## config.mk

```make
export PLATFORM = sky130hd
export DESIGN_NAME = i2cm_sequencer
export DESIGN_NICKNAME = d
export VERILOG_FILES = /design/src/verilog/i2cm_pkg.sv /design/src/verilog/i2cm_sequencer.sv
export SDC_FILE = /design/constraint.sdc
export NUM_CORES = 1
export LEC_CHECK = 0
export BUFFER_PORTS_ARGS = -buffer_cell sky130_fd_sc_hd__buf_2
export CAP_MARGIN = 20
export CORE_MARGIN = 4
export CORE_UTILIZATION = 55
export CTS_CLUSTER_DIAMETER = 200
export DETAILED_ROUTE_END_ITERATION = 10
export PLACE_DENSITY_LB_ADDON = 0.1
export SLEW_MARGIN = 20
export SYNTH_ARGS = -nofsm -noshare
export SYNTH_HDL_FRONTEND = slang
export SYNTH_SLANG_ARGS = --single-unit
```

## constraint.sdc

```tcl
create_clock -name pclk -period 2.8 [get_ports pclk]
set_input_delay 0.14 -clock pclk [delete_from_list [all_inputs] [get_ports pclk]]
set_output_delay 0.14 -clock pclk [all_outputs]
set_load 0.01 [all_outputs]
```

## src/verilog/i2cm_pkg.sv

```systemverilog
// Constants and carrier types for the I2C master sequencer.
// Assumes a 32-bit APB slave port and open-drain SCL/SDA pins.
package i2cm_pkg;

   // Register byte offsets
   localparam logic [7:0] OFS_CTRL = 8'h00;
   localparam logic [7:0] OFS_STATUS = 8'h04;
   localparam logic [7:0] OFS_BAUD = 8'h08;
   localparam logic [7:0] OFS_DATA = 8'h0c;

   // Control register field positions
   localparam int CTL_START = 0;
   localparam int CTL_RESTART = 1;
   localparam int CTL_STOP = 2;
   localparam int CTL_RECEIVE = 3;
   localparam int CTL_ACK = 4;
   localparam int CTL_ACK_LEVEL = 5;

   // Status register field positions
   localparam int STA_PEER_ACK = 0;
   localparam int STA_BUF_FULL = 1;
   localparam int STA_WR_COLL = 2;
   localparam int STA_RX_OVF = 3;
   localparam int STA_SER_INT = 4;
   localparam int STA_BUS_COLL = 5;
   localparam int STA_START_DET = 6;
   localparam int STA_STOP_DET = 7;
   localparam int STA_BUSY = 8;

   // Reset values
   localparam logic [7:0] BAUD_RESET = 8'h09;
   localparam logic [7:0] BYTE_RESET = 8'h00;

   // Bit index of the acknowledge slot within a byte
   localparam logic [3:0] ACK_SLOT = 4'h8;
   localparam logic [3:0] LAST_BIT = 4'h7;

   typedef enum logic [4:0] {
      ST_IDLE = 5'b00000,
      ST_START_WAIT = 5'b00001,
      ST_START_HOLD = 5'b00011,
      ST_RS_LOW = 5'b00010,
      ST_RS_SDA_HI = 5'b00110,
      ST_RS_RISE = 5'b00111,
      ST_RS_BOTH_HI = 5'b00101,
      ST_RS_SDA_LO = 5'b00100,
      ST_TX_LOW = 5'b01100,
      ST_TX_RISE = 5'b01101,
      ST_TX_HIGH = 5'b01111,
      ST_RX_LOW = 5'b01110,
      ST_RX_RISE = 5'b01010,
      ST_RX_HIGH = 5'b01011,
      ST_ACK_LOW = 5'b01001,
      ST_ACK_RISE = 5'b01000,
      ST_ACK_HIGH = 5'b11000,
      ST_SP_LOW = 5'b11001,
      ST_SP_RISE = 5'b11011,
      ST_SP_HIGH = 5'b11010,
      ST_SP_END = 5'b11110
   } i2cm_state_t;

   // Sampled bus lines
   typedef struct packed {
      logic scl;
      logic sda;
   } i2cm_lines_t;

   // One-cycle events from the sequencer to the flag logic
   typedef struct packed {
      logic start_det;
      logic stop_det;
      logic ser_int;
      logic bus_coll;
      logic bf_clr;
      logic rx_done;
      logic ack_cap;
      logic ack_val;
   } i2cm_ev_t;

endpackage

```

## src/verilog/i2cm_sequencer.sv

```systemverilog
// I2C master sequencer: start, repeated start, stop, acknowledge,
// byte transmit and byte receive, with an APB register slave.
// Assumes open-drain pins with external pull-ups; pins are asynchronous.
// Notes on behaviour
// - Start request with both lines high reloads baud counter and counts.
// - Lines still high at expiry: pull data low, set start-detected.
// - One more period after start edge, then clear request, hold data low.
// - Line low at start or clock drops early: abort, collision, idle.
// - Repeated start written while busy is ignored.
// - Restart pulls clock low, releases data one period, releases clock.
// - Both high one period, data low one period, clock low, clear.
// - Restart sets start-detected on the start edge, interrupt at end.
// - Data low at clock rise or clock low early: restart collision.
// - Buffer write sets buffer-full and starts shifting the byte.
// - Bits change after clock falls; clock low one period, high one.
// - After the eighth bit falls, clear buffer-full and release data.
// - Ninth-bit level goes into the peer acknowledge status bit.
// - After ninth clock set interrupt, stop counting, clock low.
// - Buffer write during a sequence is dropped and sets write collision.
// - Receive request is ignored unless the sequencer is idle.
// - Receive toggles clock each rollover and shifts data in.
// - After eighth receive fall: clear request, load buffer, flags, idle.
// - Receive buffer-full sets on buffer load, clears on buffer read.
// - New byte while buffer-full still set raises receive overflow.
// - Stop or restart ends a transfer; interrupt when complete.
// - Ack sequence drives level one period, clock high one period, idle.
// - Stop: data low, clock up, data up, then interrupt, and stop-detected in the same cycle if both lines are high.
//
// Our own choices: the address map and the APB register port.
module i2cm_sequencer #(
   parameter int BAUD_W = 8
) (
   input wire logic pclk,
   input wire logic presetn,
   input wire logic psel,
   input wire logic penable,
   input wire logic pwrite,
   input wire logic [7:0] paddr,
   input wire logic [31:0] pwdata,
   output logic [31:0] prdata,
   output logic pready,
   output logic pslverr,
   input wire logic scl_in,
   output logic scl_out,
   output logic scl_oe_n,
   input wire logic sda_in,
   output logic sda_out,
   output logic sda_oe_n
);

   i2cm_pkg::i2cm_state_t state_reg;
   i2cm_pkg::i2cm_lines_t meta_reg;
   i2cm_pkg::i2cm_lines_t line_reg;
   i2cm_pkg::i2cm_ev_t ev_reg;
   logic [BAUD_W-1:0] cnt_reg;
   logic [BAUD_W-1:0] baud_reg;
   logic [5:0] req_reg;
   logic [7:0] buf_reg;
   logic [7:0] shift_reg;
   logic [3:0] bit_reg;
   logic scl_drv_reg;
   logic sda_drv_reg;
   logic buf_full_reg;
   logic rx_byte_reg;
   logic peer_ack_reg;
   logic wr_coll_reg;
   logic rx_ovf_reg;
   logic ser_int_reg;
   logic bus_coll_reg;
   logic start_det_reg;
   logic stop_det_reg;
   logic [31:0] prdata_reg;
   logic pslverr_reg;
   logic wr_acc;
   logic rd_acc;
   logic setup;
   logic idle;
   logic expired;
   logic [7:0] status_w1c;

   assign setup = psel && !penable;
   assign wr_acc = psel && penable && pwrite;
   assign rd_acc = psel && penable && !pwrite;
   assign idle = state_reg == i2cm_pkg::ST_IDLE;
   assign expired = cnt_reg == '0;
   assign status_w1c = (wr_acc && paddr == i2cm_pkg::OFS_STATUS) ?
      pwdata[7:0] : 8'h00;

   assign pready = 1'b1;
   assign prdata = prdata_reg;
   assign pslverr = pslverr_reg;
   assign scl_out = 1'b0;
   assign sda_out = 1'b0;
   assign scl_oe_n = !scl_drv_reg;
   assign sda_oe_n = !sda_drv_reg;

   // Two-stage synchroniser on both bus lines
   always_ff @(posedge pclk or negedge presetn) begin
      if (!presetn) begin
         meta_reg <= '1;
         line_reg <= '1;
      end else begin
         meta_reg <= '{scl: scl_in, sda: sda_in};
         line_reg <= meta_reg;
      end
   end

   // Baud reload register
   always_ff @(posedge pclk or negedge presetn) begin
      if (!presetn) begin
         baud_reg <= BAUD_W'(i2cm_pkg::BAUD_RESET);
      end else if (wr_acc && paddr == i2cm_pkg::OFS_BAUD) begin
         baud_reg <= pwdata[BAUD_W-1:0];
      end
   end

   // Bus sequencer: state, baud counter, pin drives and requests
   always_ff @(posedge pclk or negedge presetn) begin
      if (!presetn) begin
         state_reg <= i2cm_pkg::ST_IDLE;
         cnt_reg <= '0;
         req_reg <= '0;
         buf_reg <= i2cm_pkg::BYTE_RESET;
         shift_reg <= i2cm_pkg::BYTE_RESET;
         bit_reg <= '0;
         scl_drv_reg <= 1'b0;
         sda_drv_reg <= 1'b0;
         ev_reg <= '0;
      end else begin
         ev_reg <= '0;
         if (!expired) begin
            cnt_reg <= cnt_reg - 1'b1;
         end
         case (state_reg)
            i2cm_pkg::ST_IDLE: begin
               if (wr_acc && paddr == i2cm_pkg::OFS_DATA) begin
                  buf_reg <= pwdata[7:0];
                  shift_reg <= pwdata[7:0];
                  bit_reg <= '0;
                  scl_drv_reg <= 1'b1;
                  cnt_reg <= baud_reg;
                  state_reg <= i2cm_pkg::ST_TX_LOW;
               end else if (wr_acc && paddr == i2cm_pkg::OFS_CTRL) begin
                  req_reg[i2cm_pkg::CTL_ACK_LEVEL] <=
                     pwdata[i2cm_pkg::CTL_ACK_LEVEL];
                  if (pwdata[i2cm_pkg::CTL_START]) begin
                     if (line_reg.scl && line_reg.sda) begin
                        req_reg[i2cm_pkg::CTL_START] <= 1'b1;
                        cnt_reg <= baud_reg;
                        state_reg <= i2cm_pkg::ST_START_WAIT;
                     end else begin
                        ev_reg.bus_coll <= 1'b1;
                     end
                  end else if (pwdata[i2cm_pkg::CTL_RESTART]) begin
                     req_reg[i2cm_pkg::CTL_RESTART] <= 1'b1;
                     scl_drv_reg <= 1'b1;
                     state_reg <= i2cm_pkg::ST_RS_LOW;
                  end else if (pwdata[i2cm_pkg::CTL_STOP]) begin
                     req_reg[i2cm_pkg::CTL_STOP] <= 1'b1;
                     scl_drv_reg <= 1'b1;
                     sda_drv_reg <= 1'b1;
                     cnt_reg <= baud_reg;
                     state_reg <= i2cm_pkg::ST_SP_LOW;
                  end else if (pwdata[i2cm_pkg::CTL_RECEIVE]) begin
                     req_reg[i2cm_pkg::CTL_RECEIVE] <= 1'b1;
                     scl_drv_reg <= 1'b1;
                     sda_drv_reg <= 1'b0;
                     bit_reg <= '0;
                     cnt_reg <= baud_reg;
                     state_reg <= i2cm_pkg::ST_RX_LOW;
                  end else if (pwdata[i2cm_pkg::CTL_ACK]) begin
                     req_reg[i2cm_pkg::CTL_ACK] <= 1'b1;
                     scl_drv_reg <= 1'b1;
                     sda_drv_reg <= !pwdata[i2cm_pkg::CTL_ACK_LEVEL];
                     cnt_reg <= baud_reg;
                     state_reg <= i2cm_pkg::ST_ACK_LOW;
                  end
               end
            end
            i2cm_pkg::ST_START_WAIT: begin
               if (!line_reg.scl) begin
                  req_reg <= '0;
                  ev_reg.bus_coll <= 1'b1;
                  state_reg <= i2cm_pkg::ST_IDLE;
               end else if (expired) begin
                  if (line_reg.sda) begin
                     sda_drv_reg <= 1'b1;
                     ev_reg.start_det <= 1'b1;
                     cnt_reg <= baud_reg;
                     state_reg <= i2cm_pkg::ST_START_HOLD;
                  end else begin
                     req_reg <= '0;
                     ev_reg.bus_coll <= 1'b1;
                     state_reg <= i2cm_pkg::ST_IDLE;
                  end
               end
            end
            i2cm_pkg::ST_START_HOLD: begin
               if (expired) begin
                  req_reg[i2cm_pkg::CTL_START] <= 1'b0;
                  ev_reg.ser_int <= 1'b1;
                  state_reg <= i2cm_pkg::ST_IDLE;
               end
            end
            i2cm_pkg::ST_RS_LOW: begin
               if (!line_reg.scl) begin
                  sda_drv_reg <= 1'b0;
                  cnt_reg <= baud_reg;
                  state_reg <= i2cm_pkg::ST_RS_SDA_HI;
               end
            end
            i2cm_pkg::ST_RS_SDA_HI: begin
               if (expired) begin
                  if (line_reg.sda) begin
                     scl_drv_reg <= 1'b0;
                     state_reg <= i2cm_pkg::ST_RS_RISE;
                  end else begin
                     req_reg <= '0;
                     scl_drv_reg <= 1'b0;
                     ev_reg.bus_coll <= 1'b1;
                     state_reg <= i2cm_pkg::ST_IDLE;
                  end
               end
            end
            i2cm_pkg::ST_RS_RISE: begin
               if (line_reg.scl) begin
                  if (!line_reg.sda) begin
                     req_reg <= '0;
                     ev_reg.bus_coll <= 1'b1;
                     state_reg <= i2cm_pkg::ST_IDLE;
                  end else begin
                     cnt_reg <= baud_reg;
                     state_reg <= i2cm_pkg::ST_RS_BOTH_HI;
                  end
               end
            end
            i2cm_pkg::ST_RS_BOTH_HI: begin
               if (!line_reg.scl || !line_reg.sda) begin
                  req_reg <= '0;
                  ev_reg.bus_coll <= 1'b1;
                  state_reg <= i2cm_pkg::ST_IDLE;
               end else if (expired) begin
                  sda_drv_reg <= 1'b1;
                  ev_reg.start_det <= 1'b1;
                  cnt_reg <= baud_reg;
                  state_reg <= i2cm_pkg::ST_RS_SDA_LO;
               end
            end
            i2cm_pkg::ST_RS_SDA_LO: begin
               if (expired) begin
                  scl_drv_reg <= 1'b1;
                  req_reg[i2cm_pkg::CTL_RESTART] <= 1'b0;
                  ev_reg.ser_int <= 1'b1;
                  state_reg <= i2cm_pkg::ST_IDLE;
               end
            end
            i2cm_pkg::ST_TX_LOW: begin
               if (bit_reg == i2cm_pkg::ACK_SLOT) begin
                  sda_drv_reg <= 1'b0;
               end else begin
                  sda_drv_reg <= !shift_reg[7];
               end
               if (expired) begin
                  scl_drv_reg <= 1'b0;
                  state_reg <= i2cm_pkg::ST_TX_RISE;
               end
            end
            i2cm_pkg::ST_TX_RISE: begin
               if (line_reg.scl) begin
                  cnt_reg <= baud_reg;
                  state_reg <= i2cm_pkg::ST_TX_HIGH;
               end
            end
            i2cm_pkg::ST_TX_HIGH: begin
               if (expired) begin
                  scl_drv_reg <= 1'b1;
                  shift_reg <= {shift_reg[6:0], 1'b0};
                  if (bit_reg == i2cm_pkg::ACK_SLOT) begin
                     ev_reg.ack_cap <= 1'b1;
                     ev_reg.ack_val <= line_reg.sda;
                     ev_reg.ser_int <= 1'b1;
                     state_reg <= i2cm_pkg::ST_IDLE;
                  end else begin
                     if (bit_reg == i2cm_pkg::LAST_BIT) begin
                        ev_reg.bf_clr <= 1'b1;
                     end
                     bit_reg <= bit_reg + 1'b1;
                     cnt_reg <= baud_reg;
                     state_reg <= i2cm_pkg::ST_TX_LOW;
                  end
               end
            end
            i2cm_pkg::ST_RX_LOW: begin
               if (expired) begin
                  scl_drv_reg <= 1'b0;
                  state_reg <= i2cm_pkg::ST_RX_RISE;
               end
            end
            i2cm_pkg::ST_RX_RISE: begin
               if (line_reg.scl) begin
                  cnt_reg <= baud_reg;
                  state_reg <= i2cm_pkg::ST_RX_HIGH;
               end
            end
            i2cm_pkg::ST_RX_HIGH: begin
               if (expired) begin
                  scl_drv_reg <= 1'b1;
                  shift_reg <= {shift_reg[6:0], line_reg.sda};
                  if (bit_reg == i2cm_pkg::LAST_BIT) begin
                     buf_reg <= {shift_reg[6:0], line_reg.sda};
                     req_reg[i2cm_pkg::CTL_RECEIVE] <= 1'b0;
                     ev_reg.rx_done <= 1'b1;
                     ev_reg.ser_int <= 1'b1;
                     state_reg <= i2cm_pkg::ST_IDLE;
                  end else begin
                     bit_reg <= bit_reg + 1'b1;
                     cnt_reg <= baud_reg;
                     state_reg <= i2cm_pkg::ST_RX_LOW;
                  end
               end
            end
            i2cm_pkg::ST_ACK_LOW: begin
               if (expired) begin
                  scl_drv_reg <= 1'b0;
                  state_reg <= i2cm_pkg::ST_ACK_RISE;
               end
            end
            i2cm_pkg::ST_ACK_RISE: begin
               if (line_reg.scl) begin
                  cnt_reg <= baud_reg;
                  state_reg <= i2cm_pkg::ST_ACK_HIGH;
               end
            end
            i2cm_pkg::ST_ACK_HIGH: begin
               if (expired) begin
                  scl_drv_reg <= 1'b1;
                  req_reg[i2cm_pkg::CTL_ACK] <= 1'b0;
                  ev_reg.ser_int <= 1'b1;
                  state_reg <= i2cm_pkg::ST_IDLE;
               end
            end
            i2cm_pkg::ST_SP_LOW: begin
               if (expired && !line_reg.sda) begin
                  scl_drv_reg <= 1'b0;
                  state_reg <= i2cm_pkg::ST_SP_RISE;
               end
            end
            i2cm_pkg::ST_SP_RISE: begin
               if (line_reg.scl) begin
                  cnt_reg <= baud_reg;
                  state_reg <= i2cm_pkg::ST_SP_HIGH;
               end
            end
            i2cm_pkg::ST_SP_HIGH: begin
               if (expired) begin
                  sda_drv_reg <= 1'b0;
                  cnt_reg <= baud_reg;
                  state_reg <= i2cm_pkg::ST_SP_END;
               end
            end
            i2cm_pkg::ST_SP_END: begin
               if (expired) begin
                  ev_reg.stop_det <= line_reg.scl && line_reg.sda;
                  req_reg[i2cm_pkg::CTL_STOP] <= 1'b0;
                  ev_reg.ser_int <= 1'b1;
                  state_reg <= i2cm_pkg::ST_IDLE;
               end
            end
            default: begin
               scl_drv_reg <= 1'b0;
               sda_drv_reg <= 1'b0;
               req_reg <= '0;
               state_reg <= i2cm_pkg::ST_IDLE;
            end
         endcase
      end
   end

   // Buffer-full and received-byte tracking
   always_ff @(posedge pclk or negedge presetn) begin
      if (!presetn) begin
         buf_full_reg <= 1'b0;
         rx_byte_reg <= 1'b0;
      end else begin
         if (wr_acc && paddr == i2cm_pkg::OFS_DATA && idle) begin
            buf_full_reg <= 1'b1;
            rx_byte_reg <= 1'b0;
         end else if (ev_reg.rx_done) begin
            buf_full_reg <= 1'b1;
            rx_byte_reg <= 1'b1;
         end else if (ev_reg.bf_clr) begin
            buf_full_reg <= 1'b0;
         end else if (rd_acc && paddr == i2cm_pkg::OFS_DATA &&
               rx_byte_reg) begin
            buf_full_reg <= 1'b0;
         end
      end
   end

   // Status flags, sticky except peer acknowledge; a hardware set wins over a software clear
   always_ff @(posedge pclk or negedge presetn) begin
      if (!presetn) begin
         peer_ack_reg <= 1'b0;
         wr_coll_reg <= 1'b0;
         rx_ovf_reg <= 1'b0;
         ser_int_reg <= 1'b0;
         bus_coll_reg <= 1'b0;
         start_det_reg <= 1'b0;
         stop_det_reg <= 1'b0;
      end else begin
         if (ev_reg.ack_cap) begin
            peer_ack_reg <= ev_reg.ack_val;
         end
         wr_coll_reg <= (wr_acc && paddr == i2cm_pkg::OFS_DATA && !idle)
            || (wr_coll_reg && !status_w1c[i2cm_pkg::STA_WR_COLL]);
         rx_ovf_reg <= (ev_reg.rx_done && buf_full_reg)
            || (rx_ovf_reg && !status_w1c[i2cm_pkg::STA_RX_OVF]);
         ser_int_reg <= ev_reg.ser_int
            || (ser_int_reg && !status_w1c[i2cm_pkg::STA_SER_INT]);
         bus_coll_reg <= ev_reg.bus_coll
            || (bus_coll_reg && !status_w1c[i2cm_pkg::STA_BUS_COLL]);
         start_det_reg <= ev_reg.start_det
            || (start_det_reg && !status_w1c[i2cm_pkg::STA_START_DET]);
         stop_det_reg <= ev_reg.stop_det
            || (stop_det_reg && !status_w1c[i2cm_pkg::STA_STOP_DET]);
      end
   end

   // APB read data and error, captured in the setup cycle
   always_ff @(posedge pclk or negedge presetn) begin
      if (!presetn) begin
         prdata_reg <= '0;
         pslverr_reg <= 1'b0;
      end else if (setup) begin
         prdata_reg <= '0;
         pslverr_reg <= 1'b0;
         case (paddr)
            i2cm_pkg::OFS_CTRL: prdata_reg[5:0] <= req_reg;
            i2cm_pkg::OFS_STATUS: begin
               prdata_reg[i2cm_pkg::STA_PEER_ACK] <= peer_ack_reg;
               prdata_reg[i2cm_pkg::STA_BUF_FULL] <= buf_full_reg;
               prdata_reg[i2cm_pkg::STA_WR_COLL] <= wr_coll_reg;
               prdata_reg[i2cm_pkg::STA_RX_OVF] <= rx_ovf_reg;
               prdata_reg[i2cm_pkg::STA_SER_INT] <= ser_int_reg;
               prdata_reg[i2cm_pkg::STA_BUS_COLL] <= bus_coll_reg;
               prdata_reg[i2cm_pkg::STA_START_DET] <= start_det_reg;
               prdata_reg[i2cm_pkg::STA_STOP_DET] <= stop_det_reg;
               prdata_reg[i2cm_pkg::STA_BUSY] <= !idle;
            end
            i2cm_pkg::OFS_BAUD: prdata_reg[BAUD_W-1:0] <= baud_reg;
            i2cm_pkg::OFS_DATA: prdata_reg[7:0] <= buf_reg;
            default: pslverr_reg <= 1'b1;
         endcase
      end
   end

endmodule // i2cm_sequencer

```

# == Word level (Yosys, flattened, before mapping) ==
# Cells that the tools add are included.
# totals
register_bits,80
in_bits,47
wordCells,365
output_inout_bits,38
# classes
n_eq_ne,79
addsub,2
n_mux,163
bitwise_logic,8
reduce_logical,76
# op_table
cell,count
two-way mux 8 bit,27
two-way mux 5 bit,27
case mux 5 bit (18 select lines),1
OR reduction 15 bit,6
"!= test 2 bit, second input constant",37
case mux 8 bit (9 select lines),1
two-way mux 1 bit,62
two-way mux 4 bit,13
two-way mux 6 bit,7
case mux 1 bit (7 select lines),6
"== test 5 x 4 -> 1 bit, second input constant",8
"== test 5 bit, second input constant",5
case mux 6 bit (4 select lines),1
case mux 8 bit (3 select lines),1
AND reduction 11 bit,2
logical AND 1 bit,21
"== test 5 x 3 -> 1 bit, second input constant",4
AND reduction 20 bit,1
OR reduction 4 bit,5
"== test 8 x 4 -> 1 bit, second input constant",2
logical NOT 8 bit,2
case mux 8 bit (2 select lines),1
AND reduction 8 bit,2
OR reduction 16 bit,1
38 further kinds,85

# == Logic depth before layout (Yosys ltp) ==
# depth
depth_word,10
ltp_mapped,11
mapped_depth_nobuf,8

# == Least setup slack after synthesis ==
# OpenSTA, ideal clock, no wires.
# synth_timing
path_kind,register -> register
from,register cnt_reg[0]
to,register state_reg[0]
setup_ps,125
t_required_ps,2675
t_arrival_ps,2362
path_slack_ps,313
period_less_slack_ps,2487
path_stages_with_launch,10
path_cell_list,dfrtp_1 > inv_1 > ha_1 > buf_4 > or4b_4 > nor2_4 > a32oi_1 > a211oi_2 > o21a_2 > mux2_2
# synth_via
elab_chain_len,4
# synth_lines
element,line,text
from (decl),i2cm_sequencer.sv:55,logic [BAUD_W-1:0] cnt_reg;
from (signal assigned),i2cm_sequencer.sv:132,cnt_reg <= cnt_reg - 1'b1;
from (signal assigned),i2cm_sequencer.sv:141,cnt_reg <= baud_reg;
from (signal assigned),i2cm_sequencer.sv:149,cnt_reg <= baud_reg;
logical NOT 8 bit *,i2cm_sequencer.sv:85,assign expired = cnt_reg == '0;
logical AND 1 bit,i2cm_sequencer.sv:343,if (expired && !line_reg.sda) begin
!= test 2 bit (no source line),--,
AND reduction 20 bit (no source line) *,--,
to (signal assigned),i2cm_sequencer.sv:120,state_reg <= i2cm_pkg::ST_IDLE;
to (signal assigned),i2cm_sequencer.sv:142,state_reg <= i2cm_pkg::ST_TX_LOW;
to (signal assigned),i2cm_sequencer.sv:150,state_reg <= i2cm_pkg::ST_START_WAIT;
to (decl),i2cm_sequencer.sv:51,i2cm_pkg::i2cm_state_t state_reg;
# Mark *: on every way between the ends. The rest lies on a longest branch, timed or not.
# A chain may end at the register's enable or synchronous reset.

# == Final worst setup path ==
# Same ends and word-level chain as after synthesis.

==> impl_metrics.csv <==
group,metric,value,unit
cts,numClockSinks,80,
drt,wl_per_cell,24.0,µm
power,internal_power,1.91,mW
layout,multiInputGateArea,3800,µm²
timing,tightest_slew,0.739,ns
drt,drt_iter0_drc,814,
cts,htreeDepth,3,
global_route,grt_start_max_net_pins,55,
cts,cts_tree,"done",
synthesis,synth_ff_type,"dfrtp_1",
power,power.share.sequential,46.5,%
critical_path,path_cells,"inv_1 > ha_1 > or4b_4 > nor2_4 > a32oi_1 > a211oi_2 > o21a_2 > mux2_2",
cts,path_clk_slew,0.06,ns
timing,setup_viol,0,
synthesis,ys_warn_count,0,
cts,clock_path_buffers,2,
floorplanning,start_util,57.0,%
synthesis,syn_avg_cell_area,8.22,µm²
power,p_comb_share,6.7,%
drt,post_drt_via_cell_ratio,6.84,
global_route,grt_pass1_wl,35900,µm
floorplanning,rows,38,
power,clockPowerShare,46.8,%
timing,worst_clock_skew,0.0107,ns
layout,layout_common_cells,"nand2_1, dfrtp_1, o21ai_0, nor2_1, buf_4",
cts,clockRootBuffer,"clkbuf_16",
layout,nFillCells,960,
timing,rsz0062_at_grt,"false",
critical_path,critPathKind,"reg2reg",
status,status,"finished, final reports clean",
timing,period_share,94.3,%
cts,clk_latency,0.35,ns
cts,cts_setup_buffers,0,
synthesis,synthCells,761,
power,max-vdd-ir-drop,0.454,mV
layout,drive_above_1_share,19.8,%
floorplanning,die_y,115,µm
critical_path,required,3.03,ns
cts,cts_made_buffers,9,
power,switching_share,24.9,%
worst_hold_path,holdCritPathClass,"in2reg",
synthesis,synth-edff-count,0,
placed_design,gp_congestion,1.04,
global_route,track_usage,36.0,%
drt,drtPass1Iterations,5,
floorplanning,dieWidth,115,µm
timing,period_needed,2.64,ns
drt,drt-total-wl,23100,µm
floorplanning,fp.coreArea,11000,µm²
critical_path,r2r-start,"cnt_reg[0]",
synthesis,synth_cell_type_count,89,
layout,final_common_cell,"nand2_1",
timing,fin_tns_setup,0,ns
critical_path,slowest_stage,"or4b_4",
timing,maxSlewHeadroom,50.8,%
synthesis,ys_ff_latch,80,
placed_design,port_buffers,34,
timing,max_freq,0.379,GHz
worst_hold_path,whs_endpoint,"buf_reg[7]",
critical_path,r2r-end,"state_reg[0]",
drt,ant_nets,0,
global_route,antenna_found_initial,0,
drt,via_count,6591,
synthesis,async_flop_share,100,%
global_route,grt_pass1_vias,6247,
critical_path,crit_arrival,2.87,ns
layout,seq_area,2010,µm²
power,leakage,3.08,nW
critical_path,ff2ff_path_depth,8,
job,cap_violations,0,
critical_path,startpoint,"cnt_reg[0]",
critical_path,crit_path_start_kind,"flip-flop",
placed_design,dpl_cell_area,6740,µm²
layout,nNetsFinal,868,
layout,antenna_cells,0,
timing,timing.final.max_slew_violations,0,
timing,hold_viol,0,
drt,drc,0,
layout,stdcell_area,7070,µm²
synthesis,ys_seq_area_share,32.1,%
critical_path,cp_max_fo,10,
layout,syn2layout_area_growth,13.0,%
power,p_sw,0.634,mW
critical_path,worstSetupEndpointType,"flip-flop",
critical_path,rrSetupSlack,0.16,ns
synthesis,synthesis.area,6260,µm²
critical_path,worst_path_largest_cell_delay,0.52,ns
layout,largest_reg_flops,9,
power,power_density,360,nW/µm²
placed_design,dpl.hpwl,17200,µm
floorplanning,io_pins,85,
worst_hold_path,worstHoldStart,"pwdata[7]",
global_route,overflow,0,
worst_hold_path,worstHoldPathCells,3,
floorplanning,dieArea,13100,µm²
-- cell usage after synthesis, types with 9 or more instances --
cell type	instances	area, µm²
a21o_1	13	97.6
a21oi_1	35	175
a22o_1	16	140
a31oi_1	13	81.3
buf_2	13	65.1
buf_4	29	218
clkbuf_1	23	86.3
dfrtp_1	74	1850
inv_1	17	63.8
mux2_2	12	135
mux2i_1	12	120
nand2_1	83	312
nand2b_1	17	106
nand3_1	31	155
nor2_1	62	233
nor2b_1	14	87.6
nor3_1	26	130
o21ai_0	73	365
o22ai_1	14	87.6
or2_2	9	56.3
-- power by group through the flow --
stage / combinational (mW) / clock [mW] / sequential [mW]
floorplan: 0.114 / 0 / 1.20
global placement: 0.157 / 0 / 1.20
detailed placement: 0.162 / 0 / 1.21
CTS: 0.167 / 1.20 / 1.18
global route: 0.187 / 1.25 / 1.19
finish: 0.171 / 1.19 / 1.19
-- stage by stage --
stage / hold WS (ns) / utilization (%) / cells / setup slack [ns] / power [mW]
6_report: 0.103 / 64.4 / 963 / 0.158 / 2.55
5_1_grt: 0.117 / 64.4 / 963 / 0.0396 / 2.62
4_1_cts: 0.0975 / 64.3 / 963 / 0.197 / 2.55
3_5_place_dp: 0.227 / 61.4 / 944 / 0.221 / 1.37
3_3_place_gp: 0.216 / 61.4 / 944 / 0.252 / 1.36
2_1_floorplan: -0.156 / - / 785 / 0.313 / 1.31
-- cells by family (layout without fill, tap and decap cells) --
| family | after synthesis | in the layout | share of synthesized area [%] |
|---|---|---|---|
| simple gates | 300 | 300 | 24.7 |
| compound gates | 247 | 247 | 27.0 |
| buf+inv | 95 | 133 | 8.62 |
| flops | 80 | 80 | 32.1 |
| mux | 30 | 30 | 6.24 |
| xor+xnor | 4 | 4 | 0.560 |
| fa+ha+maj | 3 | 3 | 0.600 |
| other cells | 2 | 26 | 0.120 |
-- routing by layer --
metal / up-vias / part of all wire (%) / global-route usage [%] / routed length (µm)
met4: 0 / 3.8 / 12.8 / 890
met3: 83 / 12 / 7.72 / 2700
met1: 3177 / 39 / 49.2 / 9090
met5: - / 0 / 0 / 0
li1: 2892 / - / - / -
met2: 439 / 45 / 56.2 / 10400
-- how the worst max path moves through the flow --
stage / endpoint / slack, ns / depth (start not counted)
2_1_floorplan: state_reg[0] / 0.31 / 9
3_3_place_gp: state_reg[0] / 0.25 / 8
3_5_place_dp: state_reg[1] / 0.22 / 8
4_1_cts: buf_reg[5] / 0.20 / 8
5_1_grt: scl_drv_reg / 0.04 / 10
6_report: state_reg[0] / 0.16 / 8
-- timing repair --
| item | in CTS | in global routing |
|---|---|---|
| gates resized for setup | 0 | 1 |
| endpoints found under the hold margin | 53 | 0 |
| endpoints found under the setup margin | 0 | 1 |
| hold buffers | 3 | 0 |
-- layout make-up --
class | instances | area share (%)
multi-input cells | 610 | 53.8
flip-flops and latches | 80 | 28.4
repair buffers | 99 | 10.2
clock buffers | 10 | 3.24
well taps | 140 | 2.48
clock inverters | 6 | 0.973
inverters | 18 | 0.956
-- worst max-delay path: cells and delay by family, from the launching register on --
kind / cells / cell delay [ns]
multiplexers: 1 / 0.35
buffers and inverters: 1 / 0.07
AO/OA/AOI/OAI: 3 / 0.68
adder cells (fa/ha/maj): 1 / 0.18
flip-flops: 1 / 0.38
AND/OR/NAND/NOR: 2 / 0.87
Note: power is estimated with default switching activity, not from simulation.
